[src/inc/ttrc_pkg.sv]
// package of constants and carrier types for the tester timing and run control
// assumes one 250 MHz reference clock and an AXI4-Lite register slave with 32-bit data
package ttrc_pkg;

  // ----------------------------------------------------------------------------
  // clocking
  // ----------------------------------------------------------------------------
  localparam int unsigned CLK_PERIOD_PS   = 4000;
  localparam int unsigned MCLK_PERIOD_NS  = 100;
  localparam int unsigned MCLK_DIV        = (MCLK_PERIOD_NS * 1000) / CLK_PERIOD_PS;
  localparam int unsigned MCLK_HIGH       = (MCLK_DIV + 1) / 2;
  localparam int unsigned PH_W            = 5;
  localparam int unsigned TAPS            = 28;
  localparam int unsigned DIV_W           = TAPS - 1;
  localparam int unsigned FLASH_PERIOD_MS = 417;
  localparam int unsigned FLASH_TAP       = 22;

  // ----------------------------------------------------------------------------
  // rate selector layout
  // ----------------------------------------------------------------------------
  localparam int unsigned CMP_FIRST_TAP   = TAPS - 11;
  localparam int unsigned CMP_CHOICES     = 11;
  localparam int unsigned STIM_FIRST_TAP  = 3;
  localparam int unsigned STIM_CHOICES    = 11;
  localparam int unsigned SAMP_GAP_LO     = 7;
  localparam int unsigned SAMP_GAP_HI     = 17;
  localparam int unsigned SAMP_CHOICES    = 24;
  localparam int unsigned DLY_W           = 24;
  localparam int unsigned GEN_OUTS        = 66;
  localparam int unsigned SEQ_W           = 8;

  // ----------------------------------------------------------------------------
  // register map
  // ----------------------------------------------------------------------------
  localparam logic [7:0]  REG_CTRL        = 8'h00;
  localparam logic [7:0]  REG_RATE        = 8'h04;
  localparam logic [7:0]  REG_DELAY       = 8'h08;
  localparam logic [7:0]  REG_STAT        = 8'h0C;
  localparam logic [7:0]  REG_SEQ         = 8'h10;
  localparam int unsigned CTRL_MODE_BIT   = 0;
  localparam int unsigned RATE_CMP_LSB    = 0;
  localparam int unsigned RATE_STIM_LSB   = 8;
  localparam int unsigned RATE_SAMP_LSB   = 16;
  localparam int unsigned DLY_TRIM_LSB    = 0;
  localparam int unsigned DLY_RANGE_LSB   = 8;
  localparam int unsigned ST_MASTER_BIT   = 0;
  localparam int unsigned ST_GATE_BIT     = 1;
  localparam int unsigned ST_RUN_BIT      = 2;
  localparam int unsigned ST_LAMP_BIT     = 3;
  localparam int unsigned ST_FAIL_BIT     = 4;
  localparam logic [31:0] CTRL_RST        = 32'h0000_0000;
  localparam logic [31:0] RATE_RST        = 32'h0000_0000;
  localparam logic [31:0] DELAY_RST       = 32'h0000_0000;
  localparam logic [1:0]  RESP_OKAY       = 2'h0;
  localparam logic [1:0]  RESP_SLVERR     = 2'h2;

  // ----------------------------------------------------------------------------
  // carriers
  // ----------------------------------------------------------------------------
  typedef struct packed {
    logic start;
    logic preset;
    logic halt;
    logic fault_clr;
  } ttrc_btn_t;

  typedef struct packed {
    logic [3:0] cmp;
    logic [3:0] stim;
    logic [4:0] samp;
    logic [2:0] range;
    logic [7:0] trim;
  } ttrc_sel_t;

endpackage

[src/logic/ttrc_top.sv]
// tester timing and run control: master clock gate, divider chain, rate selectors,
// strobe delay, run lamp, sequenced-pin counter and stimulus fan-out
// assumes front-panel and board-side inputs are asynchronous; registers over AXI4-Lite
`timescale 1ns/1ps

module ttrc_top (
  input  wire logic                              REF_CLK,
  input  wire logic                              RST_B,
  input  wire ttrc_pkg::ttrc_btn_t               BTN,
  input  wire logic                              INIT_DONE_B,
  input  wire logic                              FAIL,
  input  wire logic                              SYNC_RET,
  input  wire logic                              HOLD_RET,
  input  wire logic [ttrc_pkg::GEN_OUTS-1:0]     GEN_OUT,
  output logic                                   RUN_LAMP,
  output logic                                   CMP_STEP,
  output logic                                   SAMPLE_CLK,
  output logic                                   SAMPLE_STB,
  output logic                                   STIM_CLK,
  output logic                                   STIM_CLK_B,
  output logic                                   SYNC_OUT,
  output logic                                   HOLD_OUT,
  output logic [ttrc_pkg::SEQ_W-1:0]             SEQ_OUT,
  output logic [ttrc_pkg::GEN_OUTS-1:0]          REF_DRIVE,
  output logic [ttrc_pkg::GEN_OUTS-1:0]          DUT_DRIVE,
  input  wire logic [7:0]                        S_AXI_AWADDR,
  input  wire logic                              S_AXI_AWVALID,
  output logic                                   S_AXI_AWREADY,
  input  wire logic [31:0]                       S_AXI_WDATA,
  input  wire logic [3:0]                        S_AXI_WSTRB,
  input  wire logic                              S_AXI_WVALID,
  output logic                                   S_AXI_WREADY,
  output logic [1:0]                             S_AXI_BRESP,
  output logic                                   S_AXI_BVALID,
  input  wire logic                              S_AXI_BREADY,
  input  wire logic [7:0]                        S_AXI_ARADDR,
  input  wire logic                              S_AXI_ARVALID,
  output logic                                   S_AXI_ARREADY,
  output logic [31:0]                            S_AXI_RDATA,
  output logic [1:0]                             S_AXI_RRESP,
  output logic                                   S_AXI_RVALID,
  input  wire logic                              S_AXI_RREADY
);

  localparam int unsigned SW = 8 + ttrc_pkg::GEN_OUTS;
  localparam logic [SW-1:0] SYNC_RST = {4'h0, 4'h8, {ttrc_pkg::GEN_OUTS{1'b0}}};

  // ----------------------------------------------------------------------------
  // input synchronisers
  // ----------------------------------------------------------------------------
  logic [SW-1:0]                  meta_q;
  logic [SW-1:0]                  sync_q;
  ttrc_pkg::ttrc_btn_t            btn;
  logic                           init_done_b;
  logic                           fail;
  logic                           sync_ret;
  logic                           hold_ret;
  logic [ttrc_pkg::GEN_OUTS-1:0]  gen_out;

  always_ff @(posedge REF_CLK or negedge RST_B) begin
    if (!RST_B) begin
      meta_q <= SYNC_RST;
      sync_q <= SYNC_RST;
    end else begin
      meta_q <= {BTN, INIT_DONE_B, FAIL, SYNC_RET, HOLD_RET, GEN_OUT};
      sync_q <= meta_q;
    end
  end

  assign {btn, init_done_b, fail, sync_ret, hold_ret, gen_out} = sync_q;

  // ----------------------------------------------------------------------------
  // registers held by software
  // ----------------------------------------------------------------------------
  logic [31:0]         ctrl_q;
  logic [31:0]         rate_q;
  logic [31:0]         delay_q;
  logic                mode_seq;
  ttrc_pkg::ttrc_sel_t sel;

  assign mode_seq  = ctrl_q[ttrc_pkg::CTRL_MODE_BIT];
  assign sel.cmp   = rate_q[ttrc_pkg::RATE_CMP_LSB +: 4];
  assign sel.stim  = rate_q[ttrc_pkg::RATE_STIM_LSB +: 4];
  assign sel.samp  = rate_q[ttrc_pkg::RATE_SAMP_LSB +: 5];
  assign sel.trim  = delay_q[ttrc_pkg::DLY_TRIM_LSB +: 8];
  assign sel.range = delay_q[ttrc_pkg::DLY_RANGE_LSB +: 3];

  // ----------------------------------------------------------------------------
  // master clock flip-flop and glitch-free gate
  // ----------------------------------------------------------------------------
  logic                        master_q;
  logic                        gate_q;
  logic [ttrc_pkg::PH_W-1:0]   phase_q;
  logic                        ph_wrap;

  assign ph_wrap = (phase_q == ttrc_pkg::PH_W'(ttrc_pkg::MCLK_DIV - 1));

  // free-running 10 MHz phase, the oscillator never stops
  always_ff @(posedge REF_CLK or negedge RST_B) begin
    if (!RST_B) begin
      phase_q <= '0;
    end else if (ph_wrap) begin
      phase_q <= '0;
    end else begin
      phase_q <= phase_q + 1'b1;
    end
  end

  always_ff @(posedge REF_CLK or negedge RST_B) begin
    if (!RST_B) begin
      master_q <= 1'b0;
    end else if (btn.halt || btn.fault_clr) begin
      master_q <= 1'b0;
    end else if (btn.preset || btn.start) begin
      master_q <= 1'b1;
    end
  end

  // gate only moves at the start of a master period so no pulse is cut short
  always_ff @(posedge REF_CLK or negedge RST_B) begin
    if (!RST_B) begin
      gate_q <= 1'b0;
    end else if (ph_wrap) begin
      gate_q <= master_q;
    end
  end

  // ----------------------------------------------------------------------------
  // divider chain
  // ----------------------------------------------------------------------------
  logic [ttrc_pkg::DIV_W-1:0] div_q;
  logic [ttrc_pkg::TAPS-1:0]  tap;

  always_ff @(posedge REF_CLK or negedge RST_B) begin
    if (!RST_B) begin
      div_q <= '0;
    end else if (gate_q && ph_wrap) begin
      div_q <= div_q + 1'b1;
    end
  end

  assign tap[0] = gate_q && (phase_q < ttrc_pkg::PH_W'(ttrc_pkg::MCLK_HIGH));

  genvar gi;
  generate
    for (gi = 1; gi < ttrc_pkg::TAPS; gi++) begin : g_tap
      assign tap[gi] = div_q[gi-1];
    end
  endgenerate

  // ----------------------------------------------------------------------------
  // rate selectors
  // ----------------------------------------------------------------------------
  logic [4:0] cmp_idx;
  logic [4:0] stim_idx;
  logic [4:0] samp_idx;

  // out-of-range switch codes stick at the last position
  always_comb begin
    if (sel.cmp < 4'(ttrc_pkg::CMP_CHOICES)) begin
      cmp_idx = 5'(ttrc_pkg::CMP_FIRST_TAP) + {1'b0, sel.cmp};
    end else begin
      cmp_idx = 5'(ttrc_pkg::TAPS - 1);
    end
    if (sel.stim < 4'(ttrc_pkg::STIM_CHOICES)) begin
      stim_idx = 5'(ttrc_pkg::STIM_FIRST_TAP) + {sel.stim, 1'b0};
    end else begin
      stim_idx = 5'(ttrc_pkg::STIM_FIRST_TAP + 2 * (ttrc_pkg::STIM_CHOICES - 1));
    end
    if (sel.samp >= 5'(ttrc_pkg::SAMP_CHOICES)) begin
      samp_idx = 5'(ttrc_pkg::TAPS - 3);
    end else if (sel.samp >= 5'(ttrc_pkg::SAMP_GAP_HI - 1)) begin
      samp_idx = sel.samp + 5'h02;
    end else if (sel.samp >= 5'(ttrc_pkg::SAMP_GAP_LO)) begin
      samp_idx = sel.samp + 5'h01;
    end else begin
      samp_idx = sel.samp;
    end
  end

  logic cmp_lvl_q;
  logic stim_lvl_q;
  logic samp_lvl_q;
  logic cmp_rise;
  logic stim_rise;
  logic samp_rise;

  always_ff @(posedge REF_CLK or negedge RST_B) begin
    if (!RST_B) begin
      cmp_lvl_q  <= 1'b0;
      stim_lvl_q <= 1'b0;
      samp_lvl_q <= 1'b0;
    end else begin
      cmp_lvl_q  <= tap[cmp_idx];
      stim_lvl_q <= tap[stim_idx];
      samp_lvl_q <= tap[samp_idx];
    end
  end

  logic cmp_prev_q;
  logic stim_prev_q;
  logic samp_prev_q;

  always_ff @(posedge REF_CLK or negedge RST_B) begin
    if (!RST_B) begin
      cmp_prev_q  <= 1'b0;
      stim_prev_q <= 1'b0;
      samp_prev_q <= 1'b0;
    end else begin
      cmp_prev_q  <= cmp_lvl_q;
      stim_prev_q <= stim_lvl_q;
      samp_prev_q <= samp_lvl_q;
    end
  end

  assign cmp_rise  = cmp_lvl_q && !cmp_prev_q;
  assign stim_rise = stim_lvl_q && !stim_prev_q;
  assign samp_rise = samp_lvl_q && !samp_prev_q;

  // ----------------------------------------------------------------------------
  // compare strobe delay
  // ----------------------------------------------------------------------------
  logic [ttrc_pkg::DLY_W-1:0] dly_q;
  logic [ttrc_pkg::DLY_W-1:0] dly_load;

  assign dly_load = ({16'h0000, sel.trim} + 24'h000001) << {sel.range, 1'b0};

  // a new strobe edge restarts a delay still running
  always_ff @(posedge REF_CLK or negedge RST_B) begin
    if (!RST_B) begin
      dly_q <= '0;
    end else if (samp_rise) begin
      dly_q <= dly_load;
    end else if (dly_q != '0) begin
      dly_q <= dly_q - 1'b1;
    end
  end

  // ----------------------------------------------------------------------------
  // run flip-flop and lamp
  // ----------------------------------------------------------------------------
  logic run_q;
  logic init_prev_q;
  logic lamp_d;

  always_ff @(posedge REF_CLK or negedge RST_B) begin
    if (!RST_B) begin
      init_prev_q <= 1'b1;
    end else begin
      init_prev_q <= init_done_b;
    end
  end

  always_ff @(posedge REF_CLK or negedge RST_B) begin
    if (!RST_B) begin
      run_q <= 1'b0;
    end else if (mode_seq) begin
      run_q <= 1'b1;
    end else if (btn.preset) begin
      run_q <= 1'b0;
    end else if (init_prev_q && !init_done_b) begin
      run_q <= 1'b1;
    end
  end

  // lamp dark whenever master is clear, so halt and fault clear darken it
  assign lamp_d = master_q && run_q
                  && (!fail || tap[ttrc_pkg::FLASH_TAP]);

  // ----------------------------------------------------------------------------
  // outputs toward comparators, adapter and boards
  // ----------------------------------------------------------------------------
  logic [ttrc_pkg::SEQ_W-1:0] seq_q;

  always_ff @(posedge REF_CLK or negedge RST_B) begin
    if (!RST_B) begin
      seq_q <= '0;
    end else if (mode_seq && stim_rise) begin
      seq_q <= seq_q + 1'b1;
    end
  end

  always_ff @(posedge REF_CLK or negedge RST_B) begin
    if (!RST_B) begin
      RUN_LAMP   <= 1'b0;
      CMP_STEP   <= 1'b0;
      SAMPLE_CLK <= 1'b0;
      SAMPLE_STB <= 1'b0;
      STIM_CLK   <= 1'b0;
      STIM_CLK_B <= 1'b1;
      SYNC_OUT   <= 1'b0;
      HOLD_OUT   <= 1'b0;
      SEQ_OUT    <= '0;
      REF_DRIVE  <= '0;
      DUT_DRIVE  <= '0;
    end else begin
      RUN_LAMP   <= lamp_d;
      CMP_STEP   <= cmp_rise && mode_seq;
      SAMPLE_CLK <= samp_lvl_q;
      SAMPLE_STB <= (dly_q == 24'h000001);
      STIM_CLK   <= stim_lvl_q;
      STIM_CLK_B <= !stim_lvl_q;
      SYNC_OUT   <= sync_ret;
      HOLD_OUT   <= hold_ret;
      SEQ_OUT    <= seq_q;
      REF_DRIVE  <= gen_out;
      DUT_DRIVE  <= gen_out;
    end
  end

  // ----------------------------------------------------------------------------
  // AXI4-Lite slave
  // ----------------------------------------------------------------------------
  logic        aw_got_q;
  logic        w_got_q;
  logic [7:0]  awaddr_q;
  logic [31:0] wdata_q;
  logic [3:0]  wstrb_q;
  logic        do_write;
  logic [31:0] wmask;

  assign S_AXI_AWREADY = !aw_got_q && !S_AXI_BVALID;
  assign S_AXI_WREADY  = !w_got_q && !S_AXI_BVALID;
  assign do_write      = aw_got_q && w_got_q && !S_AXI_BVALID;
  assign wmask         = {{8{wstrb_q[3]}}, {8{wstrb_q[2]}}, {8{wstrb_q[1]}}, {8{wstrb_q[0]}}};

  always_ff @(posedge REF_CLK or negedge RST_B) begin
    if (!RST_B) begin
      aw_got_q <= 1'b0;
      awaddr_q <= '0;
    end else if (S_AXI_AWVALID && S_AXI_AWREADY) begin
      aw_got_q <= 1'b1;
      awaddr_q <= S_AXI_AWADDR;
    end else if (do_write) begin
      aw_got_q <= 1'b0;
    end
  end

  always_ff @(posedge REF_CLK or negedge RST_B) begin
    if (!RST_B) begin
      w_got_q <= 1'b0;
      wdata_q <= '0;
      wstrb_q <= '0;
    end else if (S_AXI_WVALID && S_AXI_WREADY) begin
      w_got_q <= 1'b1;
      wdata_q <= S_AXI_WDATA;
      wstrb_q <= S_AXI_WSTRB;
    end else if (do_write) begin
      w_got_q <= 1'b0;
    end
  end

  always_ff @(posedge REF_CLK or negedge RST_B) begin
    if (!RST_B) begin
      ctrl_q       <= ttrc_pkg::CTRL_RST;
      rate_q       <= ttrc_pkg::RATE_RST;
      delay_q      <= ttrc_pkg::DELAY_RST;
      S_AXI_BVALID <= 1'b0;
      S_AXI_BRESP  <= ttrc_pkg::RESP_OKAY;
    end else if (do_write) begin
      S_AXI_BVALID <= 1'b1;
      S_AXI_BRESP  <= ttrc_pkg::RESP_OKAY;
      if (awaddr_q == ttrc_pkg::REG_CTRL) begin
        ctrl_q <= ((ctrl_q & ~wmask) | (wdata_q & wmask)) & 32'h0000_0001;
      end else if (awaddr_q == ttrc_pkg::REG_RATE) begin
        rate_q <= ((rate_q & ~wmask) | (wdata_q & wmask)) & 32'h001F_0F0F;
      end else if (awaddr_q == ttrc_pkg::REG_DELAY) begin
        delay_q <= ((delay_q & ~wmask) | (wdata_q & wmask)) & 32'h0000_07FF;
      end else if (awaddr_q == ttrc_pkg::REG_STAT || awaddr_q == ttrc_pkg::REG_SEQ) begin
        S_AXI_BRESP <= ttrc_pkg::RESP_OKAY;
      end else begin
        S_AXI_BRESP <= ttrc_pkg::RESP_SLVERR;
      end
    end else if (S_AXI_BVALID && S_AXI_BREADY) begin
      S_AXI_BVALID <= 1'b0;
    end
  end

  logic [31:0] stat_word;

  assign stat_word = 32'({fail, lamp_d, run_q, gate_q, master_q});
  assign S_AXI_ARREADY = !S_AXI_RVALID;

  always_ff @(posedge REF_CLK or negedge RST_B) begin
    if (!RST_B) begin
      S_AXI_RVALID <= 1'b0;
      S_AXI_RDATA  <= '0;
      S_AXI_RRESP  <= ttrc_pkg::RESP_OKAY;
    end else if (S_AXI_ARVALID && S_AXI_ARREADY) begin
      S_AXI_RVALID <= 1'b1;
      S_AXI_RRESP  <= ttrc_pkg::RESP_OKAY;
      if (S_AXI_ARADDR == ttrc_pkg::REG_CTRL) begin
        S_AXI_RDATA <= ctrl_q;
      end else if (S_AXI_ARADDR == ttrc_pkg::REG_RATE) begin
        S_AXI_RDATA <= rate_q;
      end else if (S_AXI_ARADDR == ttrc_pkg::REG_DELAY) begin
        S_AXI_RDATA <= delay_q;
      end else if (S_AXI_ARADDR == ttrc_pkg::REG_STAT) begin
        S_AXI_RDATA <= stat_word;
      end else if (S_AXI_ARADDR == ttrc_pkg::REG_SEQ) begin
        S_AXI_RDATA <= 32'(seq_q);
      end else begin
        S_AXI_RDATA <= '0;
        S_AXI_RRESP <= ttrc_pkg::RESP_SLVERR;
      end
    end else if (S_AXI_RVALID && S_AXI_RREADY) begin
      S_AXI_RVALID <= 1'b0;
    end
  end

endmodule

[config.mk]
export PLATFORM = sky130hd
export DESIGN_NAME = ttrc_top
export DESIGN_NICKNAME = d
export VERILOG_FILES = /design/src/inc/ttrc_pkg.sv /design/src/logic/ttrc_top.sv
export SDC_FILE = /design/constraint.sdc
export NUM_CORES = 1
export LEC_CHECK = 0
export ABC_AREA = 1
export BUFFER_PORTS_ARGS = -buffer_cell sky130_fd_sc_hd__buf_2
export CAP_MARGIN = 5
export CORE_AREA = 4 4 185 187
export CTS_CLUSTER_DIAMETER = 80
export DETAILED_ROUTE_END_ITERATION = 10
export DIE_AREA = 0 0 189 191
export PLACE_DENSITY = 0.68
export SYNTH_ARGS = -nofsm -noshare
export SYNTH_HDL_FRONTEND = slang
export SYNTH_SLANG_ARGS = --single-unit
export TNS_END_PERCENT = 1
[constraint.sdc]
create_clock -name REF_CLK -period 2.62 [get_ports REF_CLK]
set_input_delay 0.524 -clock REF_CLK [delete_from_list [all_inputs] [get_ports REF_CLK]]
set_output_delay 0.524 -clock REF_CLK [all_outputs]
set_load 0.01 [all_outputs]
==> Word-level counts from Yosys, hierarchy flattened <==
Index checks and enable logic that the tools add are counted.
{ "op_classes": {"n_shift": 1, "reduce_logical": 46, "bitwise": 10, "n_div": 0, "eq_ne": 10, "magnitude_cmp": 9, "multipliers": 0, "mux": 40, "add_sub_neg": 9} }
{ "op_table": {"columns": ["op", "n"], "rows": [
  ["$mux 32", 2],
  ["$mux 24", 2],
  ["$and 21x21->21", 2],
  ["$eq 8x4->1 const B", 4],
  ["$mux 5", 6],
  ["$add 27x1->27 const B", 1],
  ["$eq 24x1->1 const B", 1],
  ["$reduce_bool 24->1", 1],
  ["$shl 9x4->24", 1],
  ["$sub 24x1->24 const B", 1],
  ["$not 21->21", 1],
  ["$or 21x21->21", 1],
  ["$logic_and 1x1->1", 19],
  ["$lt 5x6->1 const B", 3],
  ["$mux 2", 9],
  ["$eq 8x3->1 const B", 2],
  ["$eq 8x5->1 const B", 2],
  ["$logic_not 8->1", 2],
  ["$mux 8", 2],
  ["$bmux 1 s5", 3],
  ["$mux 1", 15],
  ["$reduce_bool 2->1", 6],
  ["$and 11x11->11", 1],
  ["$mux 11", 1],
  ["other kinds (21)", 37]
]} }
{ "word_totals": {"latch_bits": 0, "mem_bits_rw": 0, "out_inout_bits": 189, "rom_bits": 0, "memories": 0, "elab_cells": 162, "in_bits": 133, "ff_bits": 399} }

==> Depth between registers and ports, before layout <==
Gate-level depths: netlist (run 1).
{ "depth": {"ltp_word": 7, "ltp_mapped": 15, "depth_no_buf": 15} }

==> Least setup slack after synthesis (run 1) <==
OpenSTA, ideal clock, no wires.
{ "synth_path": {"path_kind": "register to register", "start": "reg phase_q[0] (netlist bit)", "end": "reg div_q[23] (netlist bit)", "slack_ns": 0.766, "synth_period_minus_slack_ns": 1.854, "required_time_ns": 2.499, "arrival_ns": 1.733, "n_path_buf": 0, "stages_incl_launch_ff": 13, "setup_ns": 0.121, "cell_sequence": "dfrtp_1 > inv_1 > ha_1 > nand4_4 > nor2_8 > nand2_4 > nor2_4 > nand2_2 > nor2_4 > nand2_2 > nor2_2 > nand2_1 > xor2_1"} }
{ "synth_between": {"elab_chain_cells": 2} }
{ "synth_lines": {"columns": ["element", "line_no", "rtl"], "rows": [
  ["start: declaration", "ttrc_top.sv:93", "logic [ttrc_pkg::PH_W-1:0] phase_q;"],
  ["start signal: assignment", "ttrc_top.sv:105", "phase_q <= phase_q + 1'b1;"],
  ["$eq 5x5->1", "ttrc_top.sv:96", "assign ph_wrap = (phase_q == ttrc_pkg::PH_W'(ttrc_pkg::MCLK_DIV - 1));"],
  ["$logic_and 1x1->1", "ttrc_top.sv:137", "end else if (gate_q && ph_wrap) begin"],
  ["end signal: assignment", "ttrc_top.sv:138", "div_q <= div_q + 1'b1;"],
  ["end: declaration", "ttrc_top.sv:131", "logic [ttrc_pkg::DIV_W-1:0] div_q;"]
]} }
Every way passes these cells.
A chain may end at the register's enable or synchronous reset.

==> Final worst setup path (run 1) <==
{ "layout_path": {"start": "reg dly_q[0] (netlist bit)", "end": "reg dly_q[0] (netlist bit)"} }
{ "layout_between": {"elab_chain_cells": 3, "elab_cells_between_ends": 5, "classes_between": "add/sub: 1; mux: 2; reduce/logical: 2"} }
{ "layout_lines": {"columns": ["element", "line_no", "rtl"], "rows": [
  ["start: declaration", "ttrc_top.sv:223", "logic [ttrc_pkg::DLY_W-1:0] dly_q;"],
  ["start signal: assignment", "ttrc_top.sv:233", "dly_q <= dly_load;"],
  ["start signal: assignment", "ttrc_top.sv:235", "dly_q <= dly_q - 1'b1;"],
  ["$sub 24x1->24", "ttrc_top.sv:235", null],
  ["$mux 24", "ttrc_top.sv:234", "end else if (dly_q != '0) begin"],
  ["$mux 24", "ttrc_top.sv:232", "end else if (samp_rise) begin"]
]} }
Several ways; a longest one is shown, not always the timed one. The select of a mux whose other input is x is not followed.

==> run_results.csv, run 1 <==
group,metric,value,unit
worst_setup_path,slowest_delay,0.39,ns
place,dp_hpwl,24500,um
sta,setup_tns,0,ns
sta,tightest_slew,0.574,ns
layout,drive_above_1_share,25.4,%
worst_setup_path,worst-path-max-fanout,5,
place,dpl_cell_area,0.0162,mm2
worst_setup_path,cp_slowest_cell,"dfrtp_1",
synth,synth_async_sr_flop_share,100,%
clock_network,clock_latency,0.52,ns
layout,mostFrequentLayoutCells,"374 x dfrtp_1, 287 x buf_2, 214 x nand2_1, 144 x inv_1, 101 x nor2_1",
sta,fin_crit_sh,88.3,%
layout,final_common_cell,"dfrtp_1",
worst_setup_path,worstSetupStartpointType,"flop",
sta,post-route-min-period,2.31,ns
clock_network,cts_tree,"built",
worst_setup_path,end_kind,"flop",
place,port_buffers,288,
grt,overflow,0,
clock_network,post_cts_resized,0,
drt,drt_first_pass_iters,5,
grt,grt.total_usage,17.9,%
sta,hold_viol_final,0,
layout,fin_nets,1765,
synth,synth.ff_latch_count,378,
grt,antenna_found_initial,1,
grt,grt_pass1_wl,52300,um
worst_setup_path,crit_chain,"inv_1, ha_1, inv_1, nor2_1, inv_1, nor2_1, nand2_1, nor2_2, nand2_1, nor3_2, buf_4, inv_1, nor2_1, a21oi_1",
layout,multi_input_area,0.00383,mm2
synth,postSynthCellCount,1356,
min_path,hold_path.startpoint,"INIT_DONE_B",
sta,rsz0062_at_grt,"false",
worst_setup_path,path_common_cell,"inv_1",
drt,route.detailed.drc,0,
flow_run,maxCapViolations,0,
drt,wl_per_cell,15.5,um
grt,grt_pass1_vias,10000,
place,place_congestion,0.891,
min_path,hold_path_class,"in2reg",
sta,whs,0.0940,ns
clock_network,numCtsBuffers,39,
worst_setup_path,cp_top_family,"simple AND/OR/NAND/NOR gates",
synth,synth_edf_count,0,
sta,relSlewSlack,61.3,%
layout,synthToLayoutAreaGrowth,20.7,%
pwr,max-vdd-ir-drop,0.000498,V
synth,yosys_warnings,0,
synth,yosysSeqAreaShare,65.2,%
worst_setup_path,worst_ep_arrival_time,2.71,ns
drt,drtIter0Drc,574,
worst_setup_path,worstSetupStartpoint,"dly_q[0]",
synth,syn_area_per_cell,10.7,um2
clock_network,cts_max_path_buffers,3,
sta,slew_viol_final,0,
worst_setup_path,required,3.02,ns
sta,max_freq,432,MHz
floorplan,rows,66,
sta,setup_viol,0,
clock_network,cts.clk_slew.worst_paths,0.06,ns
drt,viasPerCell,4.78,
synth,syn_area,0.0145,mm2
synth,synth_cell_type_count,47,
floorplan,fp.dieArea,0.0361,mm2
pwr,p_leak,0.00877,uW
clock_network,hold_buffers,1,
floorplan,ioPinCount,322,
grt,grt_max_degree,75,
pwr,power.total,15300,uW
floorplan,dieHeight,191,um
worst_setup_path,criticalPathCategory,"reg2reg",
drt,drtAntennaViolNets,0,
clock_network,cts-htree-levels,2,
floorplan,die_w,189,um
drt,vias,10000,
layout,regArea,0.00946,mm2
sta,clock-skew-final,0.0183,ns
layout,post-route-util,53.9,%
worst_setup_path,cp_num_buf_inv,5,
floorplan,initial_core_util,44.7,%
pwr,powerDensity,872,mW/mm2
layout,nFillCells,2908,
drt,wl,32400,um
clock_network,clkSinkCount,378,
clock_network,root_buffer,"clkbuf_16",
status,status,"complete, no violations",
floorplan,core,0.0325,mm2
worst_setup_path,r2r_start,"dly_q[0]",
clock_network,cts_setup_buffers,0,
synth,synth-main-ff-cell,"dfrtp_1",
layout,fin_area,0.0175,mm2
## registers in the layout (all words and copies together) (netlist names), 3 cells and up, named ones only
register     cells
DUT_DRIVE       66
SEQ_OUT          8
S_AXI_RDATA     17
awaddr_q         8
div_q           27
dly_q           24
meta_q          74
phase_q          5
seq_q            8
sync_q          74
wdata_q         17
wstrb_q          3
## layer usage
metal / up-vias / GRT usage, % / wire [um]
li1: 4810 / - / -
met1: 4813 / 24.0 / 13900
met2: 341 / 30.4 / 15700
met3: 52 / 3.21 / 2120
met4: 0 / 4.71 / 722
met5: - / 0 / 0
## cells in the mapped netlist (9+ instances only)
cell type  instances  area (um2)
nor3_1            24         120
nand3_1           99         495
xor2_1            36         315
nor2_1           101         379
buf_4             83         623
nand2_1          214         803
clkbuf_1          18        67.6
dfrtp_1          374        9360
mux2_2            10         113
nand4_1           13        81.3
inv_1            144         541
o211ai_1           9        67.6
ha_1              12         150
a21oi_1           59         295
o21ai_0           85         425
## worst paths after layout
kind,end,slack [ns],cells past startpoint
worst max-delay path,dly_q[0],0.31,14
worst min-delay path,meta_q[69],0.09,1
worst max register to register,dly_q[0],0.31,14
worst min register to register,sync_q[15],0.34,0
max in group asynchronous,DUT_DRIVE[36],1.32,4
min in group asynchronous,sync_q[17],0.51,2
## power breakdown
group          total, uW  internal, uW  switching (uW)
logic               2720           995            1720
clock network       5550          3330            2220
registers           7000          6540             459
## worst reg2reg max path, stage by stage (launching register included)
cell     delay [ns]
dfrtp_1        0.39
inv_1          0.11
ha_1           0.15
inv_1          0.05
nor2_1         0.19
inv_1          0.10
nor2_1         0.14
nand2_1        0.11
nor2_2         0.16
nand2_1        0.12
nor3_2         0.26
buf_4          0.21
inv_1          0.08
nor2_1         0.09
a21oi_1        0.05
## cells by family (layout without fill, tap and decap cells)
kind of cell,count (synthesis),in the layout,share of synthesized area (%)
adders and majority gates,12,12,1.03
AOI/OAI and AO/OA,177,177,6.67
and+or+nand+nor,483,483,15.0
xor gates and xnor gates,41,41,2.47
DFF,378,378,65.2
muxes,10,10,0.776
other,1,18,0.0258
buffers and inverters,254,533,8.77
## per-stage QoR
stage | worst slack, ns | std cells
final | 0.306 | 2094
after global routing | 0.0106 | 2094
after CTS | 0.315 | 2093
after detailed placement | 0.327 | 2020
after global placement | 0.368 | 2020
after floorplan | 0.766 | 1372
## area by class of cell
| cell class | count | area share (%) |
|---|---|---|
| sequential | 378 | 54.1 |
| tap | 442 | 3.16 |
| timing repair buffer | 314 | 10.1 |
| clock buffer | 58 | 6.73 |
| clock inverter | 14 | 0.858 |
| antenna | 1 | 0.0143 |
| multi-input combinational | 740 | 21.9 |
| inverter | 147 | 3.15 |
(Power assumes the default switching activity.)
==> run 2: changes to the inputs <==
--- a/config.mk
+++ b/config.mk
@@ -13,6 +13,7 @@
 export DETAILED_ROUTE_END_ITERATION = 10
 export DIE_AREA = 0 0 189 191
 export PLACE_DENSITY = 0.68
+export RECOVER_POWER = 100
 export SYNTH_ARGS = -nofsm -noshare
 export SYNTH_HDL_FRONTEND = slang
 export SYNTH_SLANG_ARGS = --single-unit
==> run 2 against run 1 <==
Final area is 2.4% lower. Combinational power is 3% lower. Critical path depth is 3 lower. Fmax is 4.7% lower. Sequential share of layout area is 1.3 points higher. First-iteration DRC count is 3.1% higher. Clock skew hardly changed. Final cell count stayed put. Largest power group unchanged. Highest routed layer unchanged.
==> run_results.csv, run 2 (synthesis results as in run 1) <==
group,metric,value,unit
status,status,"complete, no violations",
worst_setup_path,r2r-end,"div_q[22]",
worst_setup_path,cp_num_buf_inv,1,
min_path,hold_path.startpoint,"INIT_DONE_B",
clock_network,numCtsBuffers,39,
sta,fin_ws,0.193,ns
pwr,powerDensity,890,mW/mm2
drt,viasPerCell,4.80,
sta,tightest_slew,1.29,ns
layout,fin_nets,1765,
place,port_buffers,288,
floorplan,initial_core_util,44.7,%
floorplan,rows,66,
worst_setup_path,reg2reg_depth,11,
floorplan,dieHeight,191,um
grt,grt_max_degree,75,
pwr,switching_power,4410,uW
worst_setup_path,cp_top_family,"simple AND/OR/NAND/NOR gates",
flow_run,maxCapViolations,0,
clock_network,clock_latency,0.52,ns
grt,grt_pass1_vias,10000,
sta,post-route-min-period,2.43,ns
pwr,p_leak,0.00813,uW
sta,hold_viol_final,0,
layout,fin_area,0.0171,mm2
layout,synthToLayoutAreaGrowth,17.8,%
drt,drtIter0Drc,592,
min_path,hold_path_class,"in2reg",
floorplan,core,0.0325,mm2
layout,mostFrequentLayoutCells,"374 x dfrtp_1, 217 x nand2_1, 186 x clkbuf_1, 144 x inv_1, 112 x buf_2",
sta,slew_viol_final,0,
sta,max_freq,412,MHz
place,dp_hpwl,24500,um
worst_setup_path,worst_ep_arrival_time,2.83,ns
layout,regArea,0.00946,mm2
worst_setup_path,worst-path-max-fanout,7,
worst_setup_path,endpoint,"div_q[22]",
sta,setup_tns,0,ns
grt,gr-usage-met1,24.0,%
pwr,power_frac_seq,46.1,%
clock_network,cts-htree-levels,2,
clock_network,cts_tree,"built",
pwr,pwr-share-comb,17.4,%
worst_setup_path,cp_slowest_cell,"dfrtp_1",
grt,grt_use_met3,3.21,%
clock_network,clkSinkCount,378,
place,place_congestion,0.891,
drt,wl,32600,um
pwr,clkPwrFrac,36.6,%
drt,route.detailed.drc,0,
floorplan,ioPinCount,322,
worst_setup_path,slowest_delay,0.42,ns
grt,met2_usage,30.4,%
sta,rsz0062_at_grt,"false",
clock_network,cts.clk_slew.worst_paths,0.06,ns
floorplan,die_w,189,um
sta,clock-skew-final,0.0185,ns
clock_network,cts_max_path_buffers,3,
layout,multi_input_area,0.00377,mm2
sta,relSlewSlack,14.1,%
layout,final_common_cell,"dfrtp_1",
pwr,max-vdd-ir-drop,0.000467,V
worst_setup_path,r2r_start,"phase_q[0]",
grt,grt_pass1_wl,52300,um
grt,antenna_found_initial,1,
worst_setup_path,crit_chain,"inv_1, ha_1, nand4_1, nor2_8, nand3b_1, nor4_4, nand2_1, nor2_2, nand2_1, nand2_1, nand2_1",
floorplan,fp.dieArea,0.0361,mm2
worst_setup_path,required,3.03,ns
layout,reg_top3,"meta_q x74, sync_q x74, DUT_DRIVE x66",
worst_setup_path,path_common_cell,"nand2_1",
clock_network,root_buffer,"clkbuf_16",
grt,grt.total_usage,17.9,%
sta,fin_crit_sh,92.6,%
layout,drive_above_1_share,14.0,%
place,dpl_cell_area,0.0162,mm2
drt,vias,10000,
worst_setup_path,end_kind,"flop",
min_path,holdPathStages,1,
pwr,switching_share,29.0,%
layout,nFillCells,3023,
drt,wl_per_cell,15.6,um
clock_network,post_cts_resized,0,
worst_setup_path,path_depth,11,
drt,drtAntennaViolNets,0,
sta,setup_viol,0,
place,pre_cts_ws,0.327,ns
grt,busiest_layer,"met2",
worst_setup_path,worst-r2r-setup-slack,0.19,ns
pwr,internal_power,10800,uW
worst_setup_path,worstSetupStartpointType,"flop",
drt,drt_first_pass_iters,5,
worst_setup_path,criticalPathCategory,"reg2reg",
grt,overflow,0,
worst_setup_path,worstSetupStartpoint,"phase_q[0]",
-- run 2: changes by cell type in the layout (fill, tap and decap cells not counted), sizes merged --
cell / before / now
buf: 313 / 125
clkbuf: 58 / 246
-- run 2: per-layer routing --
metal / share of wire [%] / up-vias
met5: 0 / -
li1: - / 4805
met4: 2.2 / 0
met1: 43 / 4836
met3: 6.6 / 52
met2: 49 / 356
-- run 2: layout make-up --
class                           count  area share, %
Clock inverter                     14          0.879
Clock buffer                       58           6.89
Multi-Input combinational cell    740           22.1
Inverter                          147           3.23
Sequential cell                   378           55.4
Timing Repair Buffer              314           8.30
Tap cell                          442           3.24
Antenna cell                        1         0.0146
-- run 2: worst register-to-register path, stage by stage, from the launching register on --
cell and delay [ns]:
dfrtp_1 0.42, inv_1 0.08, ha_1 0.16, nand4_1 0.31, nor2_8 0.27, nand3b_1 0.23, nor4_4 0.33, nand2_1 0.18
nor2_2 0.18, nand2_1 0.07, nand2_1 0.06, nand2_1 0.05
-- run 2: metrics by stage --
stage	power, uW	cells	hold slack (ns)	utilization [%]
3_5_place_dp	9820	2020	0.335	49.8
5_1_grt	16100	2094	0.0729	52.7
2_1_floorplan	8890	1372	0.228	-
3_3_place_gp	9730	2020	0.331	49.8
6_report	15200	2094	0.0948	52.7
4_1_cts	15500	2093	0.0707	53.9
-- run 2: repair_timing --
| action | CTS | global route |
|---|---|---|
| hold endpoints to repair | 45 | 0 |
| setup buffers | 0 | 0 |
| hold buffers | 1 | 0 |
-- run 2: how the worst min path moves through the flow --
stage	end	slack, ns
after floorplan	CMP_STEP	0.23
after global placement	DUT_DRIVE[37]	0.33
after detailed placement	DUT_DRIVE[14]	0.33
after CTS	meta_q[69]	0.07
after global routing	meta_q[69]	0.07
final	meta_q[69]	0.09
-- run 2: power by group through the flow --
stage | Sequential (uW) | Combinational (uW) | Clock [uW]
after floorplan | 6990 | 1900 | 0
after global placement | 7070 | 2660 | 0
after detailed placement | 7100 | 2720 | 0
after CTS | 7000 | 2740 | 5710
after global routing | 7100 | 3040 | 5950
final | 7010 | 2640 | 5560
